## config.mk

```make
export PLATFORM = sky130hd
export DESIGN_NAME = gxp_core
export DESIGN_NICKNAME = d
export VERILOG_FILES = /design/src/core/gxp_pkg.sv /design/src/core/gxp_core.sv
export SDC_FILE = /design/constraint.sdc
export NUM_CORES = 1
export LEC_CHECK = 0
export ABC_CLOCK_PERIOD_IN_PS = 6300
export BUFFER_PORTS_ARGS = -buffer_cell sky130_fd_sc_hd__buf_2
export CORE_ASPECT_RATIO = 0.6
export CORE_MARGIN = 4
export CORE_UTILIZATION = 40
export DETAILED_ROUTE_END_ITERATION = 6
export PLACE_DENSITY = 0.6
export SLEW_MARGIN = 5
export SYNTH_ARGS = -nofsm -noshare
export SYNTH_HDL_FRONTEND = slang
export SYNTH_SLANG_ARGS = --single-unit
```

## constraint.sdc

```tcl
create_clock -name clk -period 6.3 [get_ports clk]
set_input_delay 1.26 -clock clk [delete_from_list [all_inputs] [get_ports clk]]
set_output_delay 1.26 -clock clk [all_outputs]
set_load 0.01 [all_outputs]
```

## src/core/gxp_pkg.sv

```systemverilog
package gxp_pkg;

  // register offsets
  localparam logic [7:0] ADR_INVERT   = 8'h06;
  localparam logic [7:0] ADR_DIR      = 8'h07;
  localparam logic [7:0] ADR_DATA     = 8'h08;
  localparam logic [7:0] ADR_MASK     = 8'h09;
  localparam logic [7:0] ADR_SENSE_HI = 8'h0a;
  localparam logic [7:0] ADR_SENSE_LO = 8'h0b;
  localparam logic [7:0] ADR_SRC      = 8'h0c;
  localparam logic [7:0] ADR_EVT      = 8'h0d;
  localparam logic [7:0] ADR_LSHIFT   = 8'h0e;
  localparam logic [7:0] ADR_CLK      = 8'h0f;
  localparam logic [7:0] ADR_MISC     = 8'h10;

  // reset values
  localparam logic [7:0] RST_DIR  = 8'hff;
  localparam logic [7:0] RST_DATA = 8'hff;
  localparam logic [7:0] RST_MASK = 8'hff;

  // field positions
  localparam int CLK_SRC_LSB   = 5;
  localparam int CLK_PIN_DIR   = 4;
  localparam int MISC_FADE_B   = 7;
  localparam int MISC_NO_INC   = 1;
  localparam int MISC_NO_CLR   = 0;

  // field encodings
  localparam logic [1:0] SRC_OFF    = 2'h0;
  localparam logic [1:0] SRC_EXT    = 2'h1;
  localparam logic [1:0] SRC_INT    = 2'h2;
  localparam logic [1:0] LS_A2B     = 2'h1;
  localparam logic [1:0] LS_B2A     = 2'h2;
  localparam logic [3:0] CLKOUT_LOW = 4'h0;
  localparam logic [3:0] CLKOUT_HI  = 4'hf;
  localparam logic [3:0] BITS_BYTE  = 4'h8;
  localparam logic [3:0] LAST_RBIT  = 4'h7;

  // internal oscillator, rounded down to whole cycles
  localparam int CLK_HZ          = 50_000_000;
  localparam int INT_OSC_HZ      = 2_000_000;
  localparam int OSC_HALF_CYCLES = CLK_HZ / (2 * INT_OSC_HZ);
  localparam logic [3:0] OSC_HALF_LAST = 4'(OSC_HALF_CYCLES - 1);

  typedef enum logic [3:0] {
    I2C_IDLE, I2C_ADDR, I2C_ACK_ADDR, I2C_REG, I2C_ACK_REG,
    I2C_WDATA, I2C_ACK_W, I2C_RDATA, I2C_RACK
  } gxp_i2c_st_type;

  typedef struct packed {
    logic scl;
    logic sda;
  } gxp_i2c_in_type;

  typedef struct packed {
    logic [7:0] out;
    logic [7:0] oe;
  } gxp_io_type;

  typedef struct packed {
    gxp_i2c_st_type st;
    logic [3:0]     cnt;
    logic [7:0]     sh;
    logic [7:0]     ptr;
    logic           rw;
    logic           sda_oe;
    logic [7:0]     inv;
    logic [7:0]     dir;
    logic [7:0]     data;
    logic [7:0]     mask;
    logic [15:0]    sense;
    logic [7:0]     src;
    logic [7:0]     evt;
    logic [7:0]     lshift;
    logic [7:0]     clk_cfg;
    logic [7:0]     misc;
    logic [7:0]     io_s1;
    logic [7:0]     io_s2;
    logic [7:0]     io_prev;
    logic           scl_s1;
    logic           scl_s2;
    logic           scl_p;
    logic           sda_s1;
    logic           sda_s2;
    logic           sda_p;
    logic           osc_s1;
    logic           osc_s2;
    logic [3:0]     int_cnt;
    logic           int_ph;
    logic           osc_frequency_p;
    logic [12:0]    div;
    logic           clk_out;
  } gxp_state_type;

  localparam gxp_state_type STATE_RST = '{st: I2C_IDLE, dir: RST_DIR, data: RST_DATA,
                                          mask: RST_MASK, default: '0};

endpackage

```

## src/core/gxp_core.sv

```systemverilog
// Operation
// - direction bit 0 output, 1 input; reset ff
// - written data drives output lines; reset ff
// - data read returns current level of lines
// - mask 0 lets event interrupt; reset masked
// - upper sense fields for lines 7..4
// - lower sense fields lines 3..0, reset zero
// - sense codes: none, rise, fall, both
// - unmasked configured edge sets source bit
// - write one clears source and event bits
// - interrupt low while any source bit set
// - configured edge sets event bit regardless mask
// - write one clears event and source bits
// - sense change clears that line's flags
// - translate fields pair line n with n+4
// - oscillator source: off, external, internal 2MHz
// - oscillator pin direction: 0 input, 1 output
// - clock out: low, high, or divided oscillator
// - misc bit 7 selects fade law (fade_law_log), not tied to a line
// - inversion bit inverts data versus pad level
// - auto-clear: data read clears source bits
`timescale 1ns/1ns
`default_nettype none

module gxp_core #(
  parameter logic [6:0] DEV_ADDR = 7'h3e
) (
  // system
  input  wire logic                   clk,
  input  wire logic                   srst,
  // serial register port
  input  wire gxp_pkg::gxp_i2c_in_type i2c_in,
  output logic                        sda_out,
  output logic                        sda_oe,
  // io lines
  input  wire logic [7:0]             io_in,
  output gxp_pkg::gxp_io_type         io_pad,
  // interrupt, oscillator and fade law
  output logic                        irq_out_n,
  input  wire logic                   osc_shared_pin_in,
  output logic                        osc_shared_pin_out,
  output logic                        osc_shared_pin_oe,
  output logic                        engines_enable,
  output logic                        fade_law_log
);

  gxp_pkg::gxp_state_type q;
  gxp_pkg::gxp_state_type d;
  logic [7:0]             ev;
  logic [7:0]             lvl;
  logic [7:0]             chg;
  logic [7:0]             clr_src;
  logic [7:0]             clr_evt;
  logic [7:0]             rd_data;
  logic [7:0]             inc;
  logic                   wr_en;
  logic                   rd_en;
  logic                   scl_rise;
  logic                   scl_fall;
  logic                   start;
  logic                   stop;
  logic                   osc_frequency;
  logic [1:0]             osc_src;
  logic [3:0]             out_sel;

  assign lvl      = q.io_s2 ^ q.inv;
  assign scl_rise = q.scl_s2 & ~q.scl_p;
  assign scl_fall = ~q.scl_s2 & q.scl_p;
  assign start    = q.scl_s2 & q.scl_p & q.sda_p & ~q.sda_s2;
  assign stop     = q.scl_s2 & q.scl_p & ~q.sda_p & q.sda_s2;
  assign inc      = {7'h00, ~q.misc[gxp_pkg::MISC_NO_INC]};
  assign osc_src  = q.clk_cfg[gxp_pkg::CLK_SRC_LSB +: 2];
  assign out_sel  = q.clk_cfg[3:0];

  // per-line edge detection and pad drive
  genvar g;
  generate
    for (g = 0; g < 8; g++) begin : g_line
      logic rise;
      logic fall;
      logic [1:0] ls;
      logic fwd;
      logic [7:0] src_line;
      assign rise = lvl[g] & ~(q.io_prev[g] ^ q.inv[g]);
      assign fall = ~lvl[g] & (q.io_prev[g] ^ q.inv[g]);
      assign ev[g] = (q.sense[2*g] & rise) | (q.sense[2*g+1] & fall);
      assign ls = q.lshift[2*(g%4) +: 2];
      assign fwd = (g < 4) ? (ls == gxp_pkg::LS_B2A) : (ls == gxp_pkg::LS_A2B);
      assign src_line = q.io_s2;
      assign io_pad.oe[g]  = fwd | ~q.dir[g];
      assign io_pad.out[g] = fwd ? src_line[(g + 4) % 8] : (q.data[g] ^ q.inv[g]);
    end
  endgenerate

  always_comb begin
    d = q;
    wr_en = 1'b0;
    rd_en = 1'b0;
    clr_src = 8'h00;
    clr_evt = 8'h00;
    chg = 8'h00;
    osc_frequency = 1'b0;
    case (q.ptr)
      gxp_pkg::ADR_INVERT:   rd_data = q.inv;
      gxp_pkg::ADR_DIR:      rd_data = q.dir;
      gxp_pkg::ADR_DATA:     rd_data = lvl;
      gxp_pkg::ADR_MASK:     rd_data = q.mask;
      gxp_pkg::ADR_SENSE_HI: rd_data = q.sense[15:8];
      gxp_pkg::ADR_SENSE_LO: rd_data = q.sense[7:0];
      gxp_pkg::ADR_SRC:      rd_data = q.src;
      gxp_pkg::ADR_EVT:      rd_data = q.evt;
      gxp_pkg::ADR_LSHIFT:   rd_data = q.lshift;
      gxp_pkg::ADR_CLK:      rd_data = q.clk_cfg;
      gxp_pkg::ADR_MISC:     rd_data = q.misc;
      default:               rd_data = 8'h00;
    endcase
    // synchronisers
    d.io_s1 = io_in;
    d.io_s2 = q.io_s1;
    d.io_prev = q.io_s2;
    d.scl_s1 = i2c_in.scl;
    d.scl_s2 = q.scl_s1;
    d.scl_p = q.scl_s2;
    d.sda_s1 = i2c_in.sda;
    d.sda_s2 = q.sda_s1;
    d.sda_p = q.sda_s2;
    d.osc_s1 = osc_shared_pin_in;
    d.osc_s2 = q.osc_s1;
    // serial slave
    if (start) begin
      d.st = gxp_pkg::I2C_ADDR;
      d.cnt = 4'h0;
      d.sda_oe = 1'b0;
    end else if (stop) begin
      d.st = gxp_pkg::I2C_IDLE;
      d.sda_oe = 1'b0;
    end else if (scl_rise) begin
      case (q.st)
        gxp_pkg::I2C_ADDR, gxp_pkg::I2C_REG, gxp_pkg::I2C_WDATA: begin
          d.sh = {q.sh[6:0], q.sda_s2};
          d.cnt = q.cnt + 4'h1;
        end
        gxp_pkg::I2C_RACK: begin
          if (q.sda_s2) begin
            d.st = gxp_pkg::I2C_IDLE;
          end
        end
        default: ;
      endcase
    end else if (scl_fall) begin
      case (q.st)
        gxp_pkg::I2C_ADDR: begin
          if (q.cnt == gxp_pkg::BITS_BYTE) begin
            if (q.sh[7:1] == DEV_ADDR) begin
              d.st = gxp_pkg::I2C_ACK_ADDR;
              d.rw = q.sh[0];
              d.sda_oe = 1'b1;
            end else begin
              d.st = gxp_pkg::I2C_IDLE;
            end
          end
        end
        gxp_pkg::I2C_ACK_ADDR, gxp_pkg::I2C_RACK: begin
          d.cnt = 4'h0;
          if (q.rw) begin
            rd_en = 1'b1;
            d.sh = rd_data;
            d.sda_oe = ~rd_data[7];
            d.ptr = q.ptr + inc;
            d.st = gxp_pkg::I2C_RDATA;
          end else begin
            d.sda_oe = 1'b0;
            d.st = gxp_pkg::I2C_REG;
          end
        end
        gxp_pkg::I2C_REG: begin
          if (q.cnt == gxp_pkg::BITS_BYTE) begin
            d.ptr = q.sh;
            d.sda_oe = 1'b1;
            d.st = gxp_pkg::I2C_ACK_REG;
          end
        end
        gxp_pkg::I2C_WDATA: begin
          if (q.cnt == gxp_pkg::BITS_BYTE) begin
            wr_en = 1'b1;
            d.ptr = q.ptr + inc;
            d.sda_oe = 1'b1;
            d.st = gxp_pkg::I2C_ACK_W;
          end
        end
        gxp_pkg::I2C_ACK_REG, gxp_pkg::I2C_ACK_W: begin
          d.cnt = 4'h0;
          d.sda_oe = 1'b0;
          d.st = gxp_pkg::I2C_WDATA;
        end
        gxp_pkg::I2C_RDATA: begin
          if (q.cnt == gxp_pkg::LAST_RBIT) begin
            d.sda_oe = 1'b0;
            d.st = gxp_pkg::I2C_RACK;
          end else begin
            d.sh = {q.sh[6:0], 1'b0};
            d.sda_oe = ~q.sh[6];
            d.cnt = q.cnt + 4'h1;
          end
        end
        default: ;
      endcase
    end
    // register writes
    if (wr_en) begin
      case (q.ptr)
        gxp_pkg::ADR_INVERT:   d.inv = q.sh;
        gxp_pkg::ADR_DIR:      d.dir = q.sh;
        gxp_pkg::ADR_DATA:     d.data = q.sh;
        gxp_pkg::ADR_MASK:     d.mask = q.sh;
        gxp_pkg::ADR_SENSE_HI: d.sense[15:8] = q.sh;
        gxp_pkg::ADR_SENSE_LO: d.sense[7:0] = q.sh;
        gxp_pkg::ADR_SRC, gxp_pkg::ADR_EVT: begin
          clr_src = q.sh;
          clr_evt = q.sh;
        end
        gxp_pkg::ADR_LSHIFT:   d.lshift = q.sh;
        gxp_pkg::ADR_CLK:      d.clk_cfg = q.sh;
        gxp_pkg::ADR_MISC:     d.misc = q.sh;
        default: ;
      endcase
    end
    for (int i = 0; i < 8; i++) begin
      chg[i] = d.sense[2*i +: 2] != q.sense[2*i +: 2];
    end
    if (rd_en && q.ptr == gxp_pkg::ADR_DATA && !q.misc[gxp_pkg::MISC_NO_CLR]) begin
      clr_src = 8'hff;
    end
    // new events win over clears in the same cycle
    d.evt = (q.evt & ~clr_evt & ~chg) | ev;
    d.src = (q.src & ~clr_src & ~chg) | (ev & ~q.mask);
    // oscillator and divided output
    if (q.int_cnt == gxp_pkg::OSC_HALF_LAST) begin
      d.int_cnt = 4'h0;
      d.int_ph = ~q.int_ph;
    end else begin
      d.int_cnt = q.int_cnt + 4'h1;
    end
    case (osc_src)
      gxp_pkg::SRC_INT: osc_frequency = q.int_ph;
      gxp_pkg::SRC_EXT: osc_frequency = q.osc_s2 & ~q.clk_cfg[gxp_pkg::CLK_PIN_DIR];
      default:          osc_frequency = 1'b0;
    endcase
    d.osc_frequency_p = osc_frequency;
    if (osc_frequency && !q.osc_frequency_p) begin
      d.div = q.div + 13'h0001;
    end
    case (out_sel)
      gxp_pkg::CLKOUT_LOW: d.clk_out = 1'b0;
      gxp_pkg::CLKOUT_HI:  d.clk_out = 1'b1;
      4'h1:                d.clk_out = osc_frequency;
      default:             d.clk_out = q.div[out_sel - 4'h2];
    endcase
  end

  always_ff @(posedge clk) begin
    if (srst) begin
      q <= gxp_pkg::STATE_RST;
    end else begin
      q <= d;
    end
  end

  assign sda_out            = 1'b0;
  assign sda_oe             = q.sda_oe;
  assign irq_out_n          = ~|q.src;
  assign osc_shared_pin_oe  = q.clk_cfg[gxp_pkg::CLK_PIN_DIR];
  assign osc_shared_pin_out = q.clk_out;
  assign engines_enable     = (osc_src == gxp_pkg::SRC_EXT) | (osc_src == gxp_pkg::SRC_INT);
  assign fade_law_log       = q.misc[gxp_pkg::MISC_FADE_B];
endmodule

`default_nettype wire

```

==> reports/metrics.yaml <==
run_status:
  outcome: "finished clean"
drt:
  met1Wirelength_um: 12900
  drtIter0Drc: 842
  drt_wl_total_um: 26000
  wl_met2_um: 9800
  wire_per_inst_um: 20.2
  routed.top_layer: "met4"
  route.detailed.drc: 0
  antenna_left: 0
  vias: 7415
  route.met3.wl_um: 2960
  firstDrtPassIters: 7
  viasPerCell: 5.76
logic_synthesis:
  synth_top_area_cell: "dfxtp_1"
  synth-seq-cells: 166
  netlist_area_um2: 8620
  synth_ff_type: "dfxtp_1"
  synth_cells: 1003
  netlist.area_leader.share: 0.386
  synth.most_common_cell: "dfxtp_1"
  yosys_warnings: 0
  synth_edf_count: 0
  syn_area_per_cell_um2: 8.59
  ys_types: 79
  syn-num-nets: 1028
  ys_seq_area_frac: 0.386
  yosys-top-cells-count: "dfxtp_1, nand2_1, nor2_1"
  yosys-top-cells-area: "dfxtp_1, mux2i_1, nand2_1"
  synth-async-reset-ratio: 0
global_routing:
  grt_overflow: 0
  grt_pass1_wl_um: 40300
  grt_max_degree: 65
  antenna_found_initial: 0
  grt_pass1_vias: 6758
  grtUsageTotal: 0.218
pwr:
  p_leak_nw: 3.77
  power-per-cell-area_nw_per_um2: 224
  irDropWorstVdd_uv: 238
sta:
  timing.fmax_ghz: 0.297
  slew_headroom: 0.180
  fin_ws_ns: 2.94
  hold_violations: 0
  fin_crit_ns: 3.36
  clock_skew_ns: 0.0126
  fin_crit_sh: 0.534
  fin_tns_setup_ns: 0
  rsz0062_at_grt: "false"
  slew_viol_final: 0
  worst-slew-pin-transition_ns: 1.23
  setup_viol: 0
layout:
  num-fill-cells: 2082
  antenna_cells: 0
  final_nets: 1020
  drive_above_1_share: 0.0982
  syn_to_final_growth_pct: 9.77
  fin_area_um2: 9460
  layout.cells.non_filler: 1287
clocking:
  clockRootBuffer: "clkbuf_16"
  htreeDepth: 4
  cts_sinks: 166
  cts_buffers: 17
  postCtsResizedCells: 0
  clk_pin_slew_ns: 0.07
  cts_hold_buf: 0
  post_cts.repair.setup_buffers: 0
  cts_tree: "done"
  clockBufferDepth: 2
  clk-insertion-delay-late_ns: 0.45
critical_path:
  path_buf_inv: 1
  critPathLaunchType: "register"
  cp_top_family: "simple AND/OR/NAND/NOR gates"
  worst_setup_path_end_kind: "register"
  critPathKind: "reg2reg"
  required_ns: 6.64
  cpPeakStageDelay_ns: 1.02
  crit_path_max_fanout: 13
  critPathSlowestCell: "nor4_4"
  critical_path_arrival_ns: 3.70
  crit_chain: "inv_1 -> ha_1 -> nand2b_1 -> a2111o_1 -> nor4_4 -> a22o_1 -> a22oi_1 -> a32o_1"
placed_design:
  portBuffers: 34
  place_ws_ns: 2.87
  hpwlAfterDp_um: 18100
  place_area_um2: 8920
  dp.cells: 1255
  finalWeightedCongestion: 0.991
floorplan:
  die_y_um: 122
  rows: 41
  initial_core_util: 0.409
  coreArea_um2: 21100
  die_area_um2: 24000
  die_w_um: 198
  ios: 36
min_path:
  hp-class: "reg2reg"
flow_run:
  maxCapViolCount: 0
## worst paths after layout
path / from / to / slack, ns / cells after the start
max: q[25] / q[84] / 2.94 / 8
min: d[37] / g_line[0].src_line[1] / 0.44 / 1
max reg2reg: q[25] / q[84] / 2.94 / 8
min reg2reg: d[37] / g_line[0].src_line[1] / 0.44 / 1
## final cells by class
type                            instances  area (um2)  share of cell area
Multi-Input combinational cell        745        4930               0.521
Sequential cell                       166        3320               0.351
Clock buffer                           20         437              0.0462
Tap cell                              279         349              0.0369
Timing Repair Buffer                   42         233              0.0246
Clock inverter                         12         108              0.0114
Inverter                               23        86.3             0.00912
## per-layer routing
| layer | vias up | track usage |
|---|---|---|
| li1 | 3538 | - |
| met1 | 3499 | 0.342 |
| met2 | 351 | 0.279 |
| met3 | 27 | 0.0749 |
| met4 | 0 | 0.0520 |
| met5 | - | 0 |
## metrics by stage
stage / total power [mW] / hold slack, ns / utilization
detailed placement: 1.14 / 0.421 / 0.423
CTS: 2.13 / 0.437 / 0.449
floorplan: 1.13 / 0.414 / -
finish: 2.12 / 0.436 / 0.449
global placement: 1.14 / 0.420 / 0.423
global route: 2.19 / 0.461 / 0.449
## where the power goes
| group | internal (mW) | switching, mW | leakage, nW |
|---|---|---|---|
| combinational | 0.0173 | 0.0363 | 2.16 |
| sequential | 1.06 | 0.00860 | 1.34 |
| clock | 0.519 | 0.477 | 0.268 |
## kinds of logic (layout without fill, tap and decap cells)
| kind of cell | count (synthesis) | after routing | synth area share |
|---|---|---|---|
| buffers and inverters | 92 | 97 | 0.0437 |
| AND/OR/NAND/NOR | 394 | 394 | 0.233 |
| multiplexers | 96 | 96 | 0.118 |
| adder cells (fa/ha/maj) | 12 | 12 | 0.0174 |
| XOR/XNOR | 45 | 45 | 0.0457 |
| AO/OA/AOI/OAI | 197 | 197 | 0.157 |
| other | 1 | 1 | 0.000435 |
| flip-flops | 166 | 166 | 0.386 |
## placed cells by master, fill, tap and decap left out, types with 32 or more instances in the layout
cell	n
nor2_1	107
buf_2	33
a21oi_1	47
nand2_1	115
mux2i_1	90
o21ai_0	33
nor2b_1	56
dfxtp_1	166
xnor2_1	32
## registers in the layout (all words and copies together) (netlist names)
signal              flops
osc_src                 2
q                     127
g_line.ls               8
fade_law_log            1
osc_shared_pin_out      1
g_line.src_line         8
d                      13
sda_oe                  1
out_sel                 4
osc_shared_pin_oe       1
## worst register-to-register path, stage by stage (launching register included)
cell	delay [ns]
dfxtp_1	0.37
inv_1	0.06
ha_1	0.34
nand2b_1	0.29
a2111o_1	0.50
nor4_4	1.02
a22o_1	0.26
a22oi_1	0.09
a32o_1	0.34
Power figures use the tool's default switching activity.
